`config.mk`:
```
export PLATFORM = sky130hd
export DESIGN_NAME = dsadc_seq
export DESIGN_NICKNAME = d
export VERILOG_FILES = /design/src/core/dsadc_pkg.sv /design/src/core/dsadc_seq.sv /design/src/core/dsadc_sinc4.sv
export SDC_FILE = /design/constraint.sdc
export NUM_CORES = 1
export LEC_CHECK = 0
export BUFFER_PORTS_ARGS = -buffer_cell sky130_fd_sc_hd__buf_2
export CORE_ASPECT_RATIO = 0.75
export CORE_MARGIN = 2
export CORE_UTILIZATION = 50
export DETAILED_ROUTE_END_ITERATION = 6
export GPL_ROUTABILITY_DRIVEN = 0
export PLACE_DENSITY = 0.67
export SETUP_SLACK_MARGIN = 0.05
export SLEW_MARGIN = 20
export SYNTH_ARGS = -nofsm -noshare
export SYNTH_HDL_FRONTEND = slang
export SYNTH_SLANG_ARGS = --single-unit
export TNS_END_PERCENT = 50
```
`constraint.sdc`:
```
create_clock -name sys_clk -period 8.7 [get_ports sys_clk]
set_input_delay 0 -clock sys_clk [delete_from_list [all_inputs] [get_ports sys_clk]]
set_output_delay 0 -clock sys_clk [all_outputs]
set_load 0.01 [all_outputs]
```
`src/core/dsadc_pkg.sv`:
```
package dsadc_pkg;

    // ----------------------------------------------------------------
    // Register map (byte addresses)
    // ----------------------------------------------------------------
    localparam logic [7:0] ctrl_offset = 8'h00;
    localparam logic [7:0] status_offset = 8'h04;
    localparam logic [7:0] result_offset = 8'h08;
    localparam logic [7:0] decim_offset = 8'h0c;

    // ----------------------------------------------------------------
    // Field positions
    // ----------------------------------------------------------------
    localparam int ctrl_start_bit = 0;
    localparam int ctrl_mode_lsb = 1;
    localparam int ctrl_res_lsb = 3;
    localparam int ctrl_enable_bit = 5;
    localparam int ctrl_mux_bit = 6;
    localparam int status_done_bit = 0;
    localparam int status_valid_bit = 1;
    localparam int status_busy_bit = 2;
    localparam int status_overrun_bit = 3;

    // ----------------------------------------------------------------
    // Reset values and counts
    // ----------------------------------------------------------------
    localparam logic [31:0] ctrl_reset = 32'h0000_0000;
    localparam logic [15:0] decim_reset = 16'h0040;
    localparam logic [2:0] prime_count = 3'h3;
    localparam logic [2:0] settle_count = 3'h4;
    localparam int filter_order = 4;
    localparam int acc_width = 32;

    typedef enum logic [1:0] {
        dsadc_single_type_e = 2'b00,
        dsadc_multi_type_e = 2'b01,
        dsadc_cont_type_e = 2'b10,
        dsadc_turbo_type_e = 2'b11
    } dsadc_mode_type;

    // Resolution codes: 8, 12, 16 and 20 bits
    typedef enum logic [1:0] {
        dsadc_res8_type_e = 2'b00,
        dsadc_res12_type_e = 2'b01,
        dsadc_res16_type_e = 2'b10,
        dsadc_res20_type_e = 2'b11
    } dsadc_res_type;

    typedef enum logic [1:0] {
        dsadc_idle = 2'b00,
        dsadc_prime = 2'b01,
        dsadc_run = 2'b10,
        dsadc_hold = 2'b11
    } dsadc_state_type;

    typedef struct packed {
        logic [31:0] paddr;
        logic psel;
        logic penable;
        logic pwrite;
        logic [31:0] pwdata;
    } dsadc_apb_req_type;

    typedef struct packed {
        logic [31:0] prdata;
        logic pready;
        logic pslverr;
    } dsadc_apb_rsp_type;

endpackage : dsadc_pkg

```
`src/core/dsadc_seq.sv`:
```
`timescale 1ns/1ps
module dsadc_seq #(
    parameter int acc_width = dsadc_pkg::acc_width
) (
    input wire logic sys_clk,
    input wire logic rst,
    input wire logic ce,
    input wire dsadc_pkg::dsadc_apb_req_type apb_req,
    output dsadc_pkg::dsadc_apb_rsp_type apb_rsp,
    input wire logic mod_bit,
    input wire logic start_trig,
    output logic conv_done,
    output logic mux_select
);

    // ----------------------------------------------------------------
    // State
    // ----------------------------------------------------------------
    typedef struct packed {
        dsadc_pkg::dsadc_state_type fsm;
        logic [31:0] ctrl;
        logic [15:0] decim;
        logic [15:0] tick;
        logic [2:0] conv_left;
        logic [2:0] settle;
        logic done;
        logic overrun;
        logic valid;
        logic [31:0] result;
        logic [31:0] prdata;
        logic [2:0] trig_sync;
        logic trig_level;
        logic rd_wait;
        logic take;
        logic take_valid;
    } dsadc_seq_type;

    dsadc_seq_type state;
    dsadc_seq_type next_state;
    logic [acc_width-1:0] dec_word;
    logic dec_clear;
    logic dec_dump;
    logic wr_acc;
    logic rd_acc;
    logic trig_rise;
    logic start_req;
    logic mux_change;
    logic [31:0] aligned;
    dsadc_pkg::dsadc_mode_type mode;
    dsadc_pkg::dsadc_res_type res;

    // Result scaled to the selected resolution: the filter gain is the
    // ratio to the fourth, so the top bits of that range are kept.
    // Limitation: a ratio that is no power of two rounds the gain down,
    // and an input held at full scale wraps to zero unless the gain is narrower than the result.
    function automatic logic [31:0] scale_word(
        input logic [acc_width-1:0] w,
        input dsadc_pkg::dsadc_res_type r,
        input logic [15:0] d
    );
        logic [31:0] v;
        int gain_bits;
        int keep;
        v = w[31:0];
        gain_bits = 0;
        keep = 0;
        for (int i = 0; i < 16; i++) begin
            if (d[i]) begin
                gain_bits = 4 * i;
            end
        end
        unique case (r)
            dsadc_pkg::dsadc_res8_type_e: keep = 8;
            dsadc_pkg::dsadc_res12_type_e: keep = 12;
            dsadc_pkg::dsadc_res16_type_e: keep = 16;
            dsadc_pkg::dsadc_res20_type_e: keep = 20;
        endcase
        if (gain_bits > keep) begin
            v = v >> (gain_bits - keep);
        end
        scale_word = v & ((32'h1 << keep) - 32'h1);
    endfunction : scale_word

    function automatic logic is_addr(
        input logic [31:0] a,
        input logic [7:0] off
    );
        is_addr = (a[7:0] == off) && (a[31:8] == 24'h0);
    endfunction : is_addr

    dsadc_sinc4 #(
        .width(acc_width)
    ) u_sinc (
        .sys_clk(sys_clk),
        .rst(rst),
        .ce(ce),
        .clear(dec_clear),
        .bit_in(mod_bit),
        .dump(dec_dump),
        .word(dec_word)
    );

    // ----------------------------------------------------------------
    // APB decode
    // ----------------------------------------------------------------
    assign wr_acc = apb_req.psel && apb_req.penable && apb_req.pwrite;
    assign rd_acc = apb_req.psel && apb_req.penable && !apb_req.pwrite;
    assign mode = dsadc_pkg::dsadc_mode_type'(
        state.ctrl[dsadc_pkg::ctrl_mode_lsb +: 2]);
    assign res = dsadc_pkg::dsadc_res_type'(
        state.ctrl[dsadc_pkg::ctrl_res_lsb +: 2]);
    // Trigger counts once stages two and three agree on a rise
    assign trig_rise = state.trig_sync[2] && state.trig_sync[1] &&
        !state.trig_level;
    assign aligned = scale_word(dec_word, res, state.decim);
    // A write that flips the mux bit restarts the settle count
    assign mux_change = wr_acc &&
        is_addr(apb_req.paddr, dsadc_pkg::ctrl_offset) &&
        (apb_req.pwdata[dsadc_pkg::ctrl_mux_bit] !=
        state.ctrl[dsadc_pkg::ctrl_mux_bit]);

    always_comb begin
        next_state = state;
        dec_clear = 1'b0;
        dec_dump = 1'b0;
        start_req = 1'b0;
        next_state.trig_sync = {state.trig_sync[1:0], start_trig};
        if (state.trig_sync[2] == state.trig_sync[1]) begin
            next_state.trig_level = state.trig_sync[1];
        end
        next_state.ctrl[dsadc_pkg::ctrl_start_bit] = 1'b0;
        next_state.prdata = 32'h0;
        next_state.take = 1'b0;
        // Read data is latched on the first access edge, ready on the next
        next_state.rd_wait = rd_acc && !state.rd_wait;

        // Register writes; the start bit self-clears
        if (wr_acc) begin
            if (is_addr(apb_req.paddr, dsadc_pkg::ctrl_offset)) begin
                next_state.ctrl = {25'h0, apb_req.pwdata[6:0]};
                if (mux_change) begin
                    next_state.settle = dsadc_pkg::settle_count;
                end
            end
            if (is_addr(apb_req.paddr, dsadc_pkg::decim_offset)) begin
                next_state.decim = apb_req.pwdata[15:0];
            end
        end

        start_req = state.ctrl[dsadc_pkg::ctrl_start_bit] || trig_rise;

        // Conversion period ticks from the decimation ratio
        if (state.fsm != dsadc_pkg::dsadc_idle) begin
            if (state.tick == 16'h0) begin
                next_state.tick = state.decim - 16'h1;
                dec_dump = 1'b1;
            end else begin
                next_state.tick = state.tick - 16'h1;
            end
        end

        unique case (state.fsm)
            dsadc_pkg::dsadc_idle: begin
                // Continuous mode needs no trigger after the first start
                if (start_req && state.ctrl[dsadc_pkg::ctrl_enable_bit]) begin
                    dec_clear = 1'b1;
                    next_state.tick = state.decim - 16'h1;
                    next_state.conv_left = dsadc_pkg::prime_count;
                    next_state.fsm = dsadc_pkg::dsadc_prime;
                end
            end
            dsadc_pkg::dsadc_prime: begin
                if (dec_dump) begin
                    if (state.conv_left == 3'h1) begin
                        next_state.fsm = dsadc_pkg::dsadc_run;
                    end
                    next_state.conv_left = state.conv_left - 3'h1;
                end
            end
            dsadc_pkg::dsadc_run: begin
                if (dec_dump) begin
                    // Fourth conversion is the first result
                    next_state.take = 1'b1;
                    next_state.take_valid = (state.settle == 3'h0);
                    unique case (mode)
                        dsadc_pkg::dsadc_single_type_e: begin
                            next_state.fsm = dsadc_pkg::dsadc_hold;
                        end
                        dsadc_pkg::dsadc_cont_type_e: begin
                            next_state.fsm = dsadc_pkg::dsadc_run;
                        end
                        dsadc_pkg::dsadc_multi_type_e: begin
                            // Re-prime for every sample
                            dec_clear = 1'b1;
                            next_state.conv_left = dsadc_pkg::prime_count;
                            next_state.fsm = dsadc_pkg::dsadc_prime;
                        end
                        dsadc_pkg::dsadc_turbo_type_e: begin
                            // Only the 20-bit resolution skips the re-prime
                            if (res == dsadc_pkg::dsadc_res20_type_e) begin
                                next_state.fsm = dsadc_pkg::dsadc_run;
                            end else begin
                                dec_clear = 1'b1;
                                next_state.conv_left = dsadc_pkg::prime_count;
                                next_state.fsm = dsadc_pkg::dsadc_prime;
                            end
                        end
                    endcase
                end
            end
            dsadc_pkg::dsadc_hold: begin
                // Wait for the single result to be read
                if (!state.done && !state.take) begin
                    next_state.fsm = dsadc_pkg::dsadc_idle;
                end
            end
        endcase

        // Mux change counts down over following samples
        // A mux change in the same cycle keeps its full count
        if (dec_dump && state.settle != 3'h0 && !mux_change &&
            state.fsm != dsadc_pkg::dsadc_idle) begin
            next_state.settle = state.settle - 3'h1;
        end

        // ----------------------------------------------------------------
        // Result hand-over
        // ----------------------------------------------------------------
        // The filter word is registered at the dump, so it is taken one
        // edge later: a cycle of latency instead of a second output path
        if (state.take) begin
            next_state.result = aligned;
            next_state.valid = state.take_valid;
            next_state.overrun = state.overrun || state.done;
            next_state.done = 1'b1;
        end

        // Disabling drops back to idle in any mode
        if (!state.ctrl[dsadc_pkg::ctrl_enable_bit]) begin
            next_state.fsm = dsadc_pkg::dsadc_idle;
        end

        // Reading result clears done; a same-cycle new result wins
        if (rd_acc && is_addr(apb_req.paddr, dsadc_pkg::result_offset)) begin
            next_state.prdata = state.result;
            if (!state.take) begin
                next_state.done = 1'b0;
            end
        end
        if (rd_acc && is_addr(apb_req.paddr, dsadc_pkg::status_offset)) begin
            // Status is polled here instead of the done pin
            next_state.prdata = {28'h0, state.overrun,
                state.fsm != dsadc_pkg::dsadc_idle, state.valid, state.done};
            // An overrun landing in this cycle survives the clearing read
            next_state.overrun = state.take && state.done;
        end
        if (rd_acc && is_addr(apb_req.paddr, dsadc_pkg::ctrl_offset)) begin
            next_state.prdata = state.ctrl;
        end
        if (rd_acc && is_addr(apb_req.paddr, dsadc_pkg::decim_offset)) begin
            next_state.prdata = {16'h0, state.decim};
        end
    end

    // ----------------------------------------------------------------
    // Registers
    // ----------------------------------------------------------------
    always_ff @(posedge sys_clk) begin
        if (rst) begin
            state <= '0;
            state.ctrl <= dsadc_pkg::ctrl_reset;
            state.decim <= dsadc_pkg::decim_reset;
            state.fsm <= dsadc_pkg::dsadc_idle;
        end else if (ce) begin
            state <= next_state;
        end
    end

    // Read data is taken one edge later, so the access phase waits once
    always_comb begin
        apb_rsp.prdata = state.prdata;
        apb_rsp.pready = apb_req.pwrite ? ce : (state.rd_wait && ce);
        apb_rsp.pslverr = 1'b0;
    end

    assign conv_done = state.done;
    assign mux_select = state.ctrl[dsadc_pkg::ctrl_mux_bit];

endmodule : dsadc_seq

```
`src/core/dsadc_sinc4.sv`:
```
`timescale 1ns/1ps
// ----------------------------------------------------------------
// Fourth-order sinc decimator: bitstream in, words out
// ----------------------------------------------------------------
module dsadc_sinc4 #(
    parameter int width = 32
) (
    input wire logic sys_clk,
    input wire logic rst,
    input wire logic ce,
    input wire logic clear,
    input wire logic bit_in,
    input wire logic dump,
    output logic [width-1:0] word
);

    typedef struct packed {
        logic [3:0][width-1:0] integ;
        logic [3:0][width-1:0] delay;
        logic [width-1:0] word;
    } dsadc_sinc_type;

    dsadc_sinc_type state;
    dsadc_sinc_type next_state;
    logic [4:0][width-1:0] comb_chain;

    always_comb begin
        next_state = state;
        // Cascade of four integrators at the modulator rate
        next_state.integ[0] = state.integ[0] + {{(width-1){1'b0}}, bit_in};
        for (int i = 1; i < 4; i++) begin
            next_state.integ[i] = state.integ[i] + state.integ[i-1];
        end
        comb_chain[0] = state.integ[3];
        // Four comb stages at the output rate
        for (int i = 0; i < 4; i++) begin
            comb_chain[i+1] = comb_chain[i] - state.delay[i];
        end
        if (dump) begin
            for (int i = 0; i < 4; i++) begin
                next_state.delay[i] = comb_chain[i];
            end
            next_state.word = comb_chain[4];
        end
        // Clear restarts the filter but keeps the last word for the reader
        if (clear) begin
            next_state.integ = '0;
            next_state.delay = '0;
        end
    end

    always_ff @(posedge sys_clk) begin
        if (rst) begin
            state <= '0;
        end else if (ce) begin
            state <= next_state;
        end
    end

    assign word = state.word;

endmodule : dsadc_sinc4

```
==> metrics <==
post-synthesis sequential area ratio=0.300; Area Growth Syn to Fin=9.97%; Die ar.=around 57000 sq um; PwrDens=roughly 200 nW/um^2; vias per cell=about 6; clock skew=23.5 ps; flop2flop setup slack=~490 ps; M3 GR Usage=0.0295; die span in y=~210 um; post-route cell area=30000 sq um; worst path bufs/invs=1; TritonCTS clock tree=done; critical path required time=roughly 9200 ps; clk buf depth=3; io pins=108; Top Usage Layer GRT=met2; Clk Latency, worst-skew pair=590 ps; GRT Total Usage=0.238; WHS Endpoint=apb_rsp[18]$_SDFFE_PP0P_; worst vdd ir=between 150 and 200 uV; status=finished clean; Root Buffer=clkbuf_16; TritonCTS sink count=approximately 410; Fillers=between 5000 and 6000; Setup CP Type=flop to flop; RR Startpoint=u_sinc.comb_chain[0]$_SDFFE_PP0P_; most frequent cells in the layout=dfxtp_1 (409), nor2_1 (389), a21oi_1 (295), nand2_1 (245), ha_1 (236); worst reg-to-reg path cell count=37; Area after DPL=28100 sq um; chip width=274 um; cell family contributing the most delay on the critical path=compound AO/OA/AOI/OAI gates; first-pass GRT wire length=approximately 110000 um; post-route antenna net violation count=0; Largest stage delay, worst path=430 ps; met1 usage=0.338; RSZ-0062 raised after global routing=no; cell row count=74; Hold Path Cell Cnt=6; clock transition at the registers of the reported paths=about 60 ps; Yosys reg bits=between 400 and 500; GR Overflow Total=0; total iterations of the first detailed-routing run=6; Hold Crit Class=input pin to flop; share of cells above drive strength 1=0.0739; slowest cell on the critical path=o41ai_2; RR Endpoint=u_sinc.word[31]$_SDFFE_PP0P_; startpoint types=flop; Vias=~24000; Pwr Total=5880 uW; HP Start=apb_req[41]; wire per inst=~17 um; Final Setup Violations=0; port bufs=90; commonest non-fill, non-tap cell in the layout=dfxtp_1; cell count after placement=4057; actual slew at the worst max-slew pin=~1100 ps; Yosys cell types=slightly below 90; Inserted Diodes=0; pin count of the biggest net entering global routing=130; Initial Util=0.504; syn avg cell area=~8.0 sq um; Maximum Capacitance Violations=0; Core Util, Final=0.554; Final Non-Filler Cells=4171; setup_tns=0 ps; Synth async-reset ratio=0; vias in the first global route=about 22000; synth warn=0; Post-Syn Instances=about 3400; Core Area=roughly 54000 sq um; DR iter-0 viols=around 1900; Top cell by count, worst path=ha_1; ys flop type=dfxtp_1; Post-synth EDFFs=0; CP endpoint kind=flop; Hold Fails Final Rpt=0; total CTS buffers=43; CP Data Arrival Time=between 8000 and 9000 ps; initial antenna violation count=0; leakage power=~0.013 uW; Total Nets Final=approximately 3700; hpwl dp=roughly 49000 um; DR DRC count=0; Final Critical Period=8210 ps; Post-Syn Area=about 27000 sq um; Achievable Freq=0.122 GHz; Max-slew headroom=0.293; H-tree depth=2; CP max FO=5; global routing usage on met2=0.386; Final Cycle Share=0.943; Slew Viols, Final=0; Post-Route WL=around 70000 um
==> layer usage <==
layer,up-vias,share of wire
li1,12135,-
met1,11616,0.49
met2,612,0.44
met3,79,0.054
met4,0,0.015
met5,-,0
==> where the power goes <==
| group | internal [uW] | switching (uW) | total [uW] |
|---|---|---|---|
| Sequential | 1880 | 4.29 | 1880 |
| Combinational | 831 | 1300 | 2140 |
| Clock | 1080 | 791 | 1870 |
| Total | 3780 | 2100 | 5880 |
==> cell families after synthesis <==
family,count (synthesis),synth area share
AOI/OAI and AO/OA,1035,0.249
and+or+nand+nor,1026,0.174
DFF,409,0.300
buffers and inverters,392,0.0585
adders and majority gates,244,0.114
xor gates and xnor gates,240,0.0775
muxes,59,0.0271
other,2,0.000275
==> synthesized netlist by cell type, types with 30 or more instances <==
master,number,area (sq um)
a21o_1,107,803
nand2_1,247,927
xnor2_1,128,1120
o21ai_0,149,746
o21bai_1,37,278
nor2_1,390,1460
a22oi_1,159,1190
and3_1,39,244
xor2_1,111,972
a21oi_1,302,1510
a22o_1,30,263
a211oi_1,43,323
nand2b_1,58,363
clkbuf_1,134,503
dfxtp_1,409,8190
buf_4,33,248
mux2i_1,39,390
nand3_1,74,370
nor2b_1,49,307
inv_1,206,773
nor3_1,49,245
ha_1,236,2950
==> flip-flops by register name, indices dropped and copies added, names as in the netlist <==
register and flops:
apb_rsp 32, conv_done 1, mode 2, mux_select 1, next_state 2, res 2, state 81, u_sinc.comb_chain 32
u_sinc.state 224, u_sinc.word 32
==> stage by stage <==
step                      hold slack, ps  setup WS (ps)
after floorplan                      136           1580
after global placement               248            562
after detailed placement             256            388
after CTS                           69.3            340
after global routing                 136           3.22
final                                105            493
==> how the worst max path moves through the flow <==
| stage | from | slack [ps] | end | depth (start not counted) |
|---|---|---|---|---|
| floorplan | u_sinc.comb_chain[0]$_SDFFE_PP0P_ | 1580 | u_sinc.word[31]$_SDFFE_PP0P_ | 41 |
| global placement | u_sinc.comb_chain[0]$_SDFFE_PP0P_ | 560 | u_sinc.word[31]$_SDFFE_PP0P_ | 38 |
| detailed placement | u_sinc.comb_chain[0]$_SDFFE_PP0P_ | 390 | u_sinc.word[31]$_SDFFE_PP0P_ | 38 |
| CTS | u_sinc.comb_chain[0]$_SDFFE_PP0P_ | 340 | u_sinc.word[31]$_SDFFE_PP0P_ | 38 |
| global route | u_sinc.comb_chain[0]$_SDFFE_PP0P_ | 3 | u_sinc.word[31]$_SDFFE_PP0P_ | 39 |
| finish | u_sinc.comb_chain[0]$_SDFFE_PP0P_ | 490 | u_sinc.word[31]$_SDFFE_PP0P_ | 37 |
==> what timing repair did <==
action	4_1_cts	5_1_grt
hold buffers	38	0
setup endpoints to repair	0	2
resized for setup	0	27
hold endpoints to repair	114	0
buffers inserted	0	2
==> layout make-up <==
| cell class | count | area, sq um | share of cell area |
|---|---|---|---|
| multi-input cells | 2607 | 17700 | 0.590 |
| flip-flops and latches | 409 | 8190 | 0.273 |
| clock buffers | 67 | 1330 | 0.0443 |
| repair buffers | 153 | 1050 | 0.0350 |
| well taps | 722 | 903 | 0.0301 |
| inverters | 207 | 777 | 0.0259 |
| clock inverters | 6 | 70.1 | 0.00233 |
==> tightest hold or removal path, cell delays in order <==
cell and delay [ps]:
buf_2 70, nor2_1 30, nand4_1 200, nor4_2 170, nand3_1 110, a21oi_1 60
(Power assumes the default switching activity.)
